===== config.mk =====
export PLATFORM = sky130hd
export DESIGN_NAME = pcc_channel
export DESIGN_NICKNAME = d
export VERILOG_FILES = /design/src/pcc_pkg.sv /design/src/pcc_compare.sv /design/src/pcc_channel.sv
export SDC_FILE = /design/constraint.sdc
export NUM_CORES = 1
export LEC_CHECK = 0
export BUFFER_PORTS_ARGS = -buffer_cell sky130_fd_sc_hd__buf_4
export CAP_MARGIN = 20
export CORE_ASPECT_RATIO = 1.1
export CORE_MARGIN = 5
export CORE_UTILIZATION = 47
export DETAILED_ROUTE_END_ITERATION = 6
export PLACE_DENSITY_LB_ADDON = 0.3
export SYNTH_ARGS = -nofsm -noshare
export SYNTH_HDL_FRONTEND = slang
export SYNTH_SLANG_ARGS = --single-unit

===== constraint.sdc =====
create_clock -name MCLK -period 4.84 [get_ports MCLK]
set_input_delay 0 -clock MCLK [delete_from_list [all_inputs] [get_ports MCLK]]
set_output_delay 0 -clock MCLK [all_outputs]
set_load 0.005 [all_outputs]

===== src/pcc_pkg.sv =====
`default_nettype none
package pcc_pkg;

  // ----------------------------------------------------------------
  // Register map, fieldbus word addresses
  // ----------------------------------------------------------------
  localparam logic [15:0] OFS_RUN_CONTROL     = 16'h0b1a;
  localparam logic [15:0] OFS_CRITERION       = 16'h0b1e;
  localparam logic [15:0] OFS_POSITION_SOURCE = 16'h0b22;
  localparam logic [15:0] OFS_VALUE_FIRST     = 16'h0b28;
  localparam logic [15:0] OFS_VALUE_SECOND    = 16'h0b2a;

  // ----------------------------------------------------------------
  // Reset values and limits
  // ----------------------------------------------------------------
  localparam logic [15:0] RST_RUN_CONTROL     = 16'h0000;
  localparam logic [15:0] RST_CRITERION       = 16'h0000;
  localparam logic [15:0] RST_POSITION_SOURCE = 16'h0000;
  localparam logic [31:0] RST_VALUE           = 32'h0000_0000;
  localparam logic [15:0] MAX_RUN_CONTROL     = 16'h0003;
  localparam logic [15:0] MAX_CRITERION       = 16'h0005;
  localparam logic [15:0] MAX_POSITION_SOURCE = 16'h0000;

  // ----------------------------------------------------------------
  // Codes
  // ----------------------------------------------------------------
  localparam logic [2:0] CRIT_GE_A      = 3'h0;
  localparam logic [2:0] CRIT_LE_A      = 3'h1;
  localparam logic [2:0] CRIT_IN_BASIC  = 3'h2;
  localparam logic [2:0] CRIT_OUT_BASIC = 3'h3;
  localparam logic [2:0] CRIT_IN_EXT    = 3'h4;
  localparam logic [2:0] CRIT_OUT_EXT   = 3'h5;

  localparam logic [1:0] RUN_OFF_KEEP = 2'h0;
  localparam logic [1:0] RUN_ON       = 2'h1;
  localparam logic [1:0] RUN_OFF_LOW  = 2'h2;
  localparam logic [1:0] RUN_OFF_HIGH = 2'h3;

  // ----------------------------------------------------------------
  // Access carriers
  // ----------------------------------------------------------------
  // Parameter access request from the fieldbus side
  typedef struct packed {
    logic        wr;
    logic        rd;
    logic [15:0] addr;
    logic [31:0] wdata;
  } pcc_req_t;

  // Answer to a parameter access
  typedef struct packed {
    logic        ack;
    logic        err;
    logic [31:0] rdata;
  } pcc_rsp_t;

endpackage

`default_nettype wire


===== src/pcc_compare.sv =====
`timescale 1ns/10ps
`default_nettype none

// ------------------------------------------------------------------
// Combinational criterion evaluation
// ------------------------------------------------------------------
module pcc_compare (
  input  wire logic        [2:0]  criterion,
  input  wire logic signed [31:0] position,
  input  wire logic signed [31:0] value_a,
  input  wire logic signed [31:0] value_b,
  output logic                    hit
);

  // Window bounds sorted so A above B still forms a span
  wire logic signed [31:0] lo_w   = (value_a < value_b) ? value_a : value_b;
  wire logic signed [31:0] hi_w   = (value_a < value_b) ? value_b : value_a;
  wire logic               ge_a_w = (position >= value_a);
  wire logic               le_a_w = (position <= value_a);
  wire logic               in_w   = (position >= lo_w) && (position <= hi_w);
  wire logic               out_w  = (position < lo_w) || (position > hi_w);

  // Criterion selection; unknown codes never match
  always_comb begin
    case (criterion)
      pcc_pkg::CRIT_GE_A:      hit = ge_a_w;
      pcc_pkg::CRIT_LE_A:      hit = le_a_w;
      pcc_pkg::CRIT_IN_BASIC:  hit = in_w;
      pcc_pkg::CRIT_OUT_BASIC: hit = out_w;
      pcc_pkg::CRIT_IN_EXT:    hit = in_w;
      pcc_pkg::CRIT_OUT_EXT:   hit = out_w;
      default:                 hit = 1'h0;
    endcase
  end

endmodule // pcc_compare

`default_nettype wire


===== src/pcc_channel.sv =====
`timescale 1ns/10ps
`default_nettype none

module pcc_channel (
  input  wire logic               MCLK,
  input  wire logic               RST_N,
  input  wire pcc_pkg::pcc_req_t  REQ,
  output pcc_pkg::pcc_rsp_t       RSP,
  input  wire logic signed [31:0] POSITION_ENC1,
  output logic                    STATUS,
  output logic                    RUNNING
);

  // ----------------------------------------------------------------
  // Parameter storage
  // ----------------------------------------------------------------
  // Stored settings and their next values
  logic        [1:0]  run_q;
  logic        [1:0]  run_d;
  logic        [2:0]  crit_q;
  logic        [2:0]  crit_d;
  logic               src_q;
  logic               src_d;
  logic signed [31:0] val_a_q;
  logic signed [31:0] val_a_d;
  logic signed [31:0] val_b_q;
  logic signed [31:0] val_b_d;

  // Status bit and access answer
  logic               status_q;
  logic               status_d;
  pcc_pkg::pcc_rsp_t  rsp_q;
  pcc_pkg::pcc_rsp_t  rsp_d;

  // Live comparator result
  logic               hit;

  // ----------------------------------------------------------------
  // Address decode
  // ----------------------------------------------------------------
  wire logic sel_run_w  = (REQ.addr == pcc_pkg::OFS_RUN_CONTROL);
  wire logic sel_crit_w = (REQ.addr == pcc_pkg::OFS_CRITERION);
  wire logic sel_src_w  = (REQ.addr == pcc_pkg::OFS_POSITION_SOURCE);
  wire logic sel_a_w    = (REQ.addr == pcc_pkg::OFS_VALUE_FIRST);
  wire logic sel_b_w    = (REQ.addr == pcc_pkg::OFS_VALUE_SECOND);
  wire logic hit_map_w  = sel_run_w | sel_crit_w | sel_src_w | sel_a_w | sel_b_w;

  // ----------------------------------------------------------------
  // Range checks
  // ----------------------------------------------------------------
  // A 16-bit setting with upper bits set is refused, not cut, so
  // the host learns of its mistake from the error flag
  wire logic small_w    = (REQ.wdata[31:16] == 16'h0000);
  wire logic run_ok_w   = small_w && (REQ.wdata[15:0] <= pcc_pkg::MAX_RUN_CONTROL);
  wire logic crit_ok_w  = small_w && (REQ.wdata[15:0] <= pcc_pkg::MAX_CRITERION);
  wire logic src_ok_w   = small_w && (REQ.wdata[15:0] <= pcc_pkg::MAX_POSITION_SOURCE);
  wire logic val_ok_w   = (sel_run_w & run_ok_w) | (sel_crit_w & crit_ok_w)
                        | (sel_src_w & src_ok_w) | sel_a_w | sel_b_w;
  wire logic wr_ok_w    = REQ.wr & val_ok_w;

  // Per-register write enables; a refused value stores nothing.
  // Addresses are exclusive, so at most one enable is high.
  wire logic wr_run_w   = wr_ok_w & sel_run_w;
  wire logic wr_crit_w  = wr_ok_w & sel_crit_w;
  wire logic wr_src_w   = wr_ok_w & sel_src_w;
  wire logic wr_a_w     = wr_ok_w & sel_a_w;
  wire logic wr_b_w     = wr_ok_w & sel_b_w;

  // ----------------------------------------------------------------
  // Read path
  // ----------------------------------------------------------------
  // Read mux; small registers zero-extended
  wire logic [31:0] rd_mux_w =
      sel_run_w  ? {30'h0, run_q}  :
      sel_crit_w ? {29'h0, crit_q} :
      sel_src_w  ? {31'h0, src_q}  :
      sel_a_w    ? val_a_q         :
      sel_b_w    ? val_b_q         : 32'h0000_0000;

  // ----------------------------------------------------------------
  // Parameter writes
  // ----------------------------------------------------------------
  // Retention across power cycles lives in the fieldbus storage,
  // not here; reset loads factory values for every field.
  // A refused write leaves the old setting in place, so a bad
  // host value can never reach the comparator.
  assign run_d   = wr_run_w  ? REQ.wdata[1:0] : run_q;
  assign crit_d  = wr_crit_w ? REQ.wdata[2:0] : crit_q;
  assign src_d   = wr_src_w  ? REQ.wdata[0]   : src_q;
  assign val_a_d = wr_a_w    ? REQ.wdata      : val_a_q;
  assign val_b_d = wr_b_w    ? REQ.wdata      : val_b_q;

  // ----------------------------------------------------------------
  // Setting registers
  // ----------------------------------------------------------------
  // Run code is not kept across power cycles
  // Run control resets off
  always_ff @(posedge MCLK) begin
    if (!RST_N) run_q <= pcc_pkg::RST_RUN_CONTROL[1:0];
    else        run_q <= run_d;
  end

  // Criterion, factory value after reset; only codes 0 to 5 stored
  always_ff @(posedge MCLK) begin
    if (!RST_N) crit_q <= pcc_pkg::RST_CRITERION[2:0];
    else        crit_q <= crit_d;
  end

  // Source is read back only; one source exists
  // Source register, encoder 1 only
  always_ff @(posedge MCLK) begin
    if (!RST_N) src_q <= pcc_pkg::RST_POSITION_SOURCE[0];
    else        src_q <= src_d;
  end

  // Threshold or first window bound
  // Value A default zero
  always_ff @(posedge MCLK) begin
    if (!RST_N) val_a_q <= pcc_pkg::RST_VALUE;
    else        val_a_q <= val_a_d;
  end

  // Second window bound
  // Value B default zero
  always_ff @(posedge MCLK) begin
    if (!RST_N) val_b_q <= pcc_pkg::RST_VALUE;
    else        val_b_q <= val_b_d;
  end

  // ----------------------------------------------------------------
  // Access answer, one cycle after the request
  // ----------------------------------------------------------------
  // Which strobe counts; a write wins when both are raised
  wire logic any_w     = REQ.wr | REQ.rd;
  wire logic rd_only_w = REQ.rd & ~REQ.wr;
  // Refusal: unmapped address, or a value out of range
  wire logic wr_err_w  = REQ.wr & ~(hit_map_w & val_ok_w);
  wire logic rd_err_w  = rd_only_w & ~hit_map_w;

  // Answer word; data only on a read, so errors carry zero
  assign rsp_d = '{ack:   any_w,
                   err:   wr_err_w | rd_err_w,
                   rdata: rd_only_w ? rd_mux_w : 32'h0000_0000};

  // Registered answer: ack never depends on the strobe in the same
  // cycle, so a host must not expect a zero-wait reply
  always_ff @(posedge MCLK) begin
    if (!RST_N) rsp_q <= '0;
    else        rsp_q <= rsp_d;
  end

  // ----------------------------------------------------------------
  // Comparator
  // ----------------------------------------------------------------
  // Bounds are sorted inside, so A may be written above B
  // Encoder 1 is the only source
  pcc_compare u_compare (
    .criterion (crit_q),
    .position  (POSITION_ENC1),
    .value_a   (val_a_q),
    .value_b   (val_b_q),
    .hit       (hit)
  );

  // ----------------------------------------------------------------
  // Status bit
  // ----------------------------------------------------------------
  // Registered so the status pin never glitches while settings
  // change; the price is one cycle from position to status.
  // Uses live settings every cycle
  always_comb begin
    case (run_q)
      pcc_pkg::RUN_ON:       status_d = hit;
      pcc_pkg::RUN_OFF_KEEP: status_d = status_q;
      pcc_pkg::RUN_OFF_LOW:  status_d = 1'h0;
      pcc_pkg::RUN_OFF_HIGH: status_d = 1'h1;
      default:               status_d = status_q;
    endcase
  end

  // Status clears at reset whatever the run code was
  always_ff @(posedge MCLK) begin
    if (!RST_N) status_q <= 1'h0;
    else        status_q <= status_d;
  end

  // ----------------------------------------------------------------
  // Outputs
  // ----------------------------------------------------------------
  // Status and answer come straight from flip-flops; running is a
  // decode of the stored run code and moves on the taking edge
  assign STATUS  = status_q;
  assign RUNNING = (run_q == pcc_pkg::RUN_ON);
  assign RSP     = rsp_q;

endmodule // pcc_channel

`default_nettype wire


==> key figures, run 1 <==
Run status
  – Status: finished, final reports clean

Synth
  – Top_reg_cell synth: dfxtp_1
  – Top cells by area, synth: dfxtp_1, ha_1, nand2_1
  – #FFs+latches synth: 105
  – Syn Inst Count: roughly 1400
  – Yosys cell types: between 50 and 60
  – Synth area leader: dfxtp_1
  – Net Count, Synth: 1633
  – Area fraction of the dominant cell type after synthesis: 21.7%
  – Cell Area, Synth: 9690 µm²
  – Seq/Total Area, Yosys: between 20 and 25%
  – Async set-reset flop share out of synthesis: 0%
  – Warnings from Yosys: 0
  – Post-synth EDFFs: 0
  – Syn avg cell area: slightly below 7 µm²

Global route
  – Number of global-route vias before repair: about 9500
  – First-pass GRT wire length: around 47000 µm
  – Number of antenna violations at the first check in global routing: 0
  – Gr usage total: between 20% and 30%
  – Largest net degree at the start of global routing: about 120
  – Grt total ovfl: 0

Cells and area
  – Share of cells above drive strength 1: between 10% and 20%
  – Nets: 1734
  – Layout area overhead: 19.1%
  – Non-Filler Instances: between 1500 and 2000
  – Footprint of the multi-input gates: about 7000 µm²
  – Diode count: 0
  – Register area: approximately 2100 µm²
  – Fill count: 1968

Place
  – Placer congestion estimate: approximately 0.95
  – HPWL Detailed: 21300 µm
  – I/O Buffers: 119
  – Placed Instances: ~1700
  – Dpl ws: roughly 0.23 ns

Timing
  – Min Tclk post-route: roughly 4.5 ns
  – Setup_tns: 0 ns
  – Headroom to the max-slew limit: 30.9%
  – Fmax: roughly 220 MHz
  – RSZ-0062 raised after global routing: no
  – Worst Skew: roughly 0.0086 ns
  – Final hold violation count: 0
  – Part of the cycle the worst path needs: roughly 94%
  – Worst-margin pin slew: 1.03 ns
  – Final setup vio count: 0
  – Final setup margin: 0.298 ns
  – Slew Limit Fails: 0

CTS
  – Max Buffers Root-to-Sink: 2
  – Sink Count: around 110
  – Cts bufs inserted: 9
  – CTS tree: yes
  – # H-tree levels: 3
  – Root Buffer: clkbuf_16
  – Clock latency on the worst-skew pair: between 0.3 and 0.4 ns
  – Clk slew on worst S/H paths: ~0.080 ns

Detailed routing
  – Met1 wire length: between 10000 and 15000 µm
  – Number of nets with antenna violations after detailed routing: 0
  – Met3 Wirelength: roughly 1600 µm
  – Drt pass-1 iters: 6
  – DR WL/cell: between 15 and 20 µm
  – DR WL met2: about 14000 µm
  – Total wire length: ~29000 µm
  – Residual DRC: 0
  – DR iter-0 viols: a little over 700
  – Vias: 10165
  – Top Layer Used: met4
  – Vias per cell: approximately 5.7

Die
  – Top-Level Pins: between 100 and 150
  – Die Span X: 147 µm
  – Initial Util: between 40% and 50%
  – Die area: about 24000 µm²
  – Core area: roughly 20000 µm²
  – Die Y: 161 µm
  – Row count: 55

Critical path
  – Worst path required time: roughly 5 ns
  – Critical-path cell list: inv_1, ha_1, a211oi_1, nand2_1, a31oi_1, o21ai_1, a311o_1, o31ai_4, buf_4, buf_12, nand2_1, mux2i_1, ha_1, nand4_1, or4_1, a31o_2, a21oi_1, o21bai_1, a21oi_1, o31ai_1
  – Delay-heaviest family, CP: compound AO/OA/AOI/OAI gates
  – Critical path buffers and inverters: 3
  – CP endpoint kind: flop
  – Critical path fanouts, max: 33
  – R2R cell count: 20
  – Crit path max-delay cell type: or4_1
  – Crit Path Class: reg2reg
  – Crit path arrival time: around 4.8 ns
  – Biggest cell delay along the critical path: just under 0.6 ns
  – Worst setup SP type: flop
  – CP Depth: 20

Run
  – MaxCap Viol Count: 0

Min path
  – Hold path depth: 4
  – Hold WC Path Type: in2reg

Power
  – Pwr dens: ~170 nW/µm²
  – Peak supply drop: just under 0.2 mV
  – Pleak: around 4.5 nW
[worst reg2reg max path, stage by stage, from the launching register on]
cell,delay (ns)
dfxtp_1,0.38
inv_1,0.08
ha_1,0.32
a211oi_1,0.25
nand2_1,0.08
a31oi_1,0.13
o21ai_1,0.13
a311o_1,0.37
o31ai_4,0.24
buf_4,0.16
buf_12,0.18
nand2_1,0.13
mux2i_1,0.14
ha_1,0.33
nand4_1,0.15
or4_1,0.58
a31o_2,0.23
a21oi_1,0.15
o21bai_1,0.13
a21oi_1,0.08
o31ai_1,0.22
[final timing paths]
path                                         startpoint                 endpoint  slack [ns]
worst max register to register  val_b_q[5]$_SDFFE_PN0P_      STATUS$_SDFFE_PN0P_        0.30
worst max-delay path            val_b_q[5]$_SDFFE_PN0P_      STATUS$_SDFFE_PN0P_        0.30
worst min-delay path                            REQ[34]    run_q[1]$_SDFFE_PN0P_        0.06
worst min register to register  val_b_q[7]$_SDFFE_PN0P_  val_b_q[7]$_SDFFE_PN0P_        0.50
[layer usage]
layer  track usage (%)  vias up
met2              39.9      318
li1                  -     5113
met3              3.36       58
met5                 0        -
met4              8.26        0
met1              31.1     4676
[power breakdown]
part	switching (mW)	internal (mW)
sequential	0.000293	0.864
combinational	0.121	0.129
clock	0.383	0.413
[layout make-up]
type | instances | area share [%]
clock inverters | 7 | 0.738
repair buffers | 173 | 13.0
well taps | 256 | 2.78
flip-flops and latches | 105 | 18.2
inverters | 73 | 2.38
multi-input cells | 1161 | 60.9
clock buffers | 9 | 1.95
[cell usage in the layout (no fill, tap or decap), types with 2 or more instances in the layout]
cell type,count
xnor2_1,2
a31o_2,2
nand2b_1,7
inv_1,73
ha_1,126
a221o_1,2
nor4_1,12
a311oi_1,2
or2_2,4
or3_1,2
and3_1,6
o21ai_0,22
nor3_1,9
nor2b_1,10
a31oi_1,4
a211oi_1,62
o21a_1,2
nor2_1,233
a21o_1,14
clkinvlp_4,2
dlygate4sd3_1,36
inv_8,2
buf_12,6
dfxtp_1,105
nand3_1,12
a22oi_1,3
nand2_1,347
or4_1,2
buf_4,129
clkbuf_16,11
o211ai_1,65
mux2_2,2
a21oi_1,53
mux2i_1,35
a21boi_0,67
nand4_1,29
[cells in the mapped netlist, types with 3 or more instances]
master	number
inv_1	73
buf_2	20
nor4_1	12
o21a_1	3
nor3_1	10
o211ai_1	65
o21ai_0	22
a21o_1	14
ha_1	127
clkbuf_1	61
nor2b_1	10
nand3_1	13
nor2_1	234
nand2_1	347
a21oi_1	53
nand2b_1	7
a22oi_1	3
or2_2	4
and3_1	6
a31oi_1	4
nand4_1	29
a211oi_1	63
dfxtp_1	105
a21boi_0	67
mux2i_1	35
[per-stage QoR]
stage          hold slack, ns  cell area [µm²]  utilization (%)  total power [mW]
2_1_floorplan          0.0979             9690                -             0.996
3_3_place_gp            0.223            10800             52.7              1.11
3_5_place_dp            0.221            10800             52.7              1.11
4_1_cts                0.0456            11400             55.9              1.92
5_1_grt                0.0871            11500             56.4              1.98
6_report               0.0558            11500             56.4              1.91
[cell families after synthesis]
family	synth area share [%]
DFF	21.7
muxes	3.85
and+or+nand+nor	28.8
xor gates and xnor gates	0.271
buffers and inverters	6.30
adders and majority gates	16.4
AOI/OAI and AO/OA	22.6
[repair_timing]
action	CTS	global route
buffers inserted	0	4
setup endpoints to repair	0	1
hold buffers	36	0
hold endpoints to repair	74	0
resized for setup	0	2
[state kept, by name, summed over array words and instances (netlist names)]
name     cells
RSP         34
val_a_q     32
crit_q       3
run_q        2
src_q        1
STATUS       1
val_b_q     32
(Power assumes the default switching activity.)
==> run 2, diff against run 1 <==
==> constraint.sdc (replaced) <==
create_clock -name MCLK -period 4.6 [get_ports MCLK]
set_input_delay 0 -clock MCLK [delete_from_list [all_inputs] [get_ports MCLK]]
set_output_delay 0 -clock MCLK [all_outputs]
set_load 0.005 [all_outputs]
==> run 2 against run 1 <==
Compared with the run above: sequential share of layout area fell by 0.50 points; cell area rose by 3.3%; sequential power rose by 5.2%; worst hold slack improved by 0.0040 ns; count of clock-buffer cells in the layout rose by 1; non-clock buffer count rose by 23; die area did not move; flip-flop and latch count did not move; first-iteration DRC count rose by 13%; utilization rose by 1.9 points.
==> key figures, run 2 (synthesis gave the netlist of run 1 again) <==
Die
  – Core area: 20400 µm² (unchanged)
  – Die Y: 161 µm (unchanged)
  – Row count: 55 (unchanged)
  – Die area: 23600 µm² (unchanged)
  – Top-Level Pins: 120 (unchanged)
  – Die Span X: 147 µm (unchanged)
  – Initial Util: 47.4% (unchanged)

Detailed routing
  – DR WL/cell: 16.4 µm (was 16.2 µm)
  – Drt pass-1 iters: 6 (unchanged)
  – Residual DRC: 0 (unchanged)
  – Vias: 10363 (was 10165)
  – Number of nets with antenna violations after detailed routing: 0 (unchanged)
  – DR iter-0 viols: 815 (was 721)
  – Vias per cell: 5.74 (was 5.70)
  – Total wire length: 29600 µm (was 28900 µm)

Power
  – Sequential Power Share: 46.7% (was 45.2%)
  – Pwr dens: 164 nW/µm² (was 166 nW/µm²)
  – Clock Power Share: 39.4% (was 41.6%)
  – Net Sw Power: 0.486 mW (was 0.504 mW)
  – Switch share: 25.0% (was 26.4%)
  – Peak supply drop: 0.163 mV (was 0.198 mV)
  – Pleak: 4.64 nW (was 4.48 nW)
  – Total Power: 1.95 mW (was 1.91 mW)
  – Part of the power in combinational logic: 14.0% (was 13.1%)
  – Int Power: 1.46 mW (was 1.41 mW)

Cells and area
  – Max reg flops: 34 (unchanged)
  – Layout area overhead: 23.0% (was 19.1%)
  – Share of cells above drive strength 1: 14.6% (was 11.1%)
  – Commonest non-fill, non-tap cell in the layout: nand2_1 (unchanged)
  – Most frequent cells in the layout: nand2_1, nor2_1, buf_4 (unchanged)
  – Nets: 1757 (was 1734)
  – Post-route cell area: 11900 µm² (was 11500 µm²)
  – Diode count: 0 (unchanged)

CTS
  – CTS tree: yes (unchanged)
  – Sink Count: 105 (unchanged)
  – # H-tree levels: 3 (unchanged)
  – Root Buffer: clkbuf_16 (unchanged)
  – Cts bufs inserted: 9 (unchanged)
  – Max Buffers Root-to-Sink: 2 (unchanged)
  – Clk slew on worst S/H paths: 0.07 ns (was 0.08 ns)
  – Clock latency on the worst-skew pair: 0.36 ns (about the same)

Global route
  – Grt total ovfl: 0 (unchanged)
  – Number of antenna violations at the first check in global routing: 0 (unchanged)
  – Number of global-route vias before repair: 9416 (was 9492)
  – Met3 track demand over resource: 3.95% (was 3.36%)
  – M1 GR Usage: 30.2% (was 31.1%)
  – Gr usage total: 23.6% (was 23.7%)
  – Largest net degree at the start of global routing: 117 (was 123)
  – First-pass GRT wire length: 46100 µm (was 46700 µm)
  – Grt peak-use layer: met2 (unchanged)
  – Met2 usage: 39.9% (about the same)

Place
  – Placer congestion estimate: 0.907 (was 0.954)
  – Dpl ws: 0.0787 ns (was 0.226 ns)
  – Area post-placement: 10900 µm² (was 10800 µm²)
  – HPWL Detailed: 21300 µm (about the same)
  – I/O Buffers: 119 (unchanged)

Critical path
  – Crit path max-delay cell type: or4_4 (was or4_1)
  – Worst path required time: 4.84 ns (was 5.12 ns)
  – Biggest cell delay along the critical path: 0.54 ns (was 0.58 ns)
  – Critical-path cell list: inv_2, ha_4, a211oi_2, nand2_1, a31oi_1, o21ai_2, a311o_1, o31ai_4, buf_12, buf_8, buf_12, nor2_1, a211oi_1, ha_1, nand2_2, or4_4, buf_6, or3_1, o211ai_1, and3_1, o31ai_2 (was inv_1, ha_1, a211oi_1, nand2_1, a31oi_1, o21ai_1, a311o_1, o31ai_4, buf_4, buf_12, nand2_1, mux2i_1, ha_1, nand4_1, or4_1, a31o_2, a21oi_1, o21bai_1, a21oi_1, o31ai_1)
  – CP endpoint kind: flop (unchanged)
  – Crit Path Class: reg2reg (unchanged)
  – Crit path top cell by count: buf_12
  – Crit path arrival time: 4.72 ns (was 4.82 ns)
  – Critical path fanouts, max: 7 (was 33)
  – Worst setup SP type: flop (unchanged)

Min path
  – Hold WC Path Type: in2reg (unchanged)

Timing
  – Headroom to the max-slew limit: 32.2% (was 30.9%)
  – Final setup vio count: 0 (unchanged)
  – Min Tclk post-route: 4.49 ns (was 4.54 ns)
  – Final setup margin: 0.112 ns (was 0.298 ns)
  – Fin Hold WS: 0.0599 ns (was 0.0558 ns)
  – Part of the cycle the worst path needs: 97.6% (was 93.8%)
  – Setup_tns: 0 ns (unchanged)
  – Final hold violation count: 0 (unchanged)
  – Worst Skew: 0.00845 ns (was 0.00856 ns)
  – Worst-margin pin slew: 1.01 ns (was 1.03 ns)
  – Fmax: 223 MHz (was 220 MHz)
  – Slew Limit Fails: 0 (unchanged)

Run status
  – Status: finished, final reports clean (unchanged)

Run
  – MaxCap Viol Count: 0 (unchanged)
[run 2: cell types whose count changed in the layout (fill, tap and decap cells not counted), moves of 3 or more]
cell	previous run	this run
a211oi_1	62	54
a211oi_2	1	9
a21oi_1	53	48
a21oi_2	0	5
buf_12	6	9
buf_4	129	144
dfxtp_1	105	97
dfxtp_2	0	8
o21ai_0	22	19
[run 2: worst paths after layout]
kind / to / from / depth (start not counted) / slack, ns
max: STATUS$_SDFFE_PN0P_ / val_b_q[5]$_SDFFE_PN0P_ / 21 / 0.11
min: run_q[1]$_SDFFE_PN0P_ / REQ[34] / 4 / 0.06
max reg2reg: STATUS$_SDFFE_PN0P_ / val_b_q[5]$_SDFFE_PN0P_ / 21 / 0.11
min reg2reg: val_b_q[7]$_SDFFE_PN0P_ / val_b_q[7]$_SDFFE_PN0P_ / 2 / 0.49
[run 2: per-stage QoR]
step                utilization, %  std cells
finish                        58.3       1804
global route                  58.3       1804
CTS                           56.2       1784
detailed placement            53.1       1735
global placement              53.1       1735
floorplan                        -       1422
[run 2: cell type report]
type | count | area, µm²
fillers | 1899 | 8520
multi-input cells | 1161 | 7180
flip-flops and latches | 105 | 2110
repair buffers | 196 | 1760
well taps | 256 | 320
inverters | 73 | 274
clock buffers | 10 | 229
clock inverters | 3 | 45.0
[run 2: power by group through the flow]
stage / clock network [mW] / logic (mW) / registers (mW)
CTS: 0.784 / 0.262 / 0.909
global route: 0.815 / 0.300 / 0.909
detailed placement: 0 / 0.237 / 0.931
floorplan: 0 / 0.117 / 0.931
global placement: 0 / 0.233 / 0.931
finish: 0.768 / 0.272 / 0.909
[run 2: repair_timing]
| action | 4_1_cts | 5_1_grt |
|---|---|---|
| resized for setup | 0 | 45 |
| buffers inserted | 0 | 16 |
| endpoints found under the setup margin | 0 | 1 |
| endpoints found under the hold margin | 74 | 0 |
| hold buffers | 36 | 0 |
[run 2: worst max-delay path: cells and delay by family, from the launching register on]
kind	cells	cell delay, ns
adder cells (fa/ha/maj)	2	0.45
flip-flops	1	0.35
AND/OR/NAND/NOR	6	1.29
AO/OA/AOI/OAI	8	1.67
buffers and inverters	5	0.59
[run 2: per-layer routing]
layer | up-vias | wire length, µm
met5 | - | 0
met3 | 65 | 1660
li1 | 5180 | -
met4 | 0 | 880
met2 | 322 | 13900
met1 | 4796 | 13200
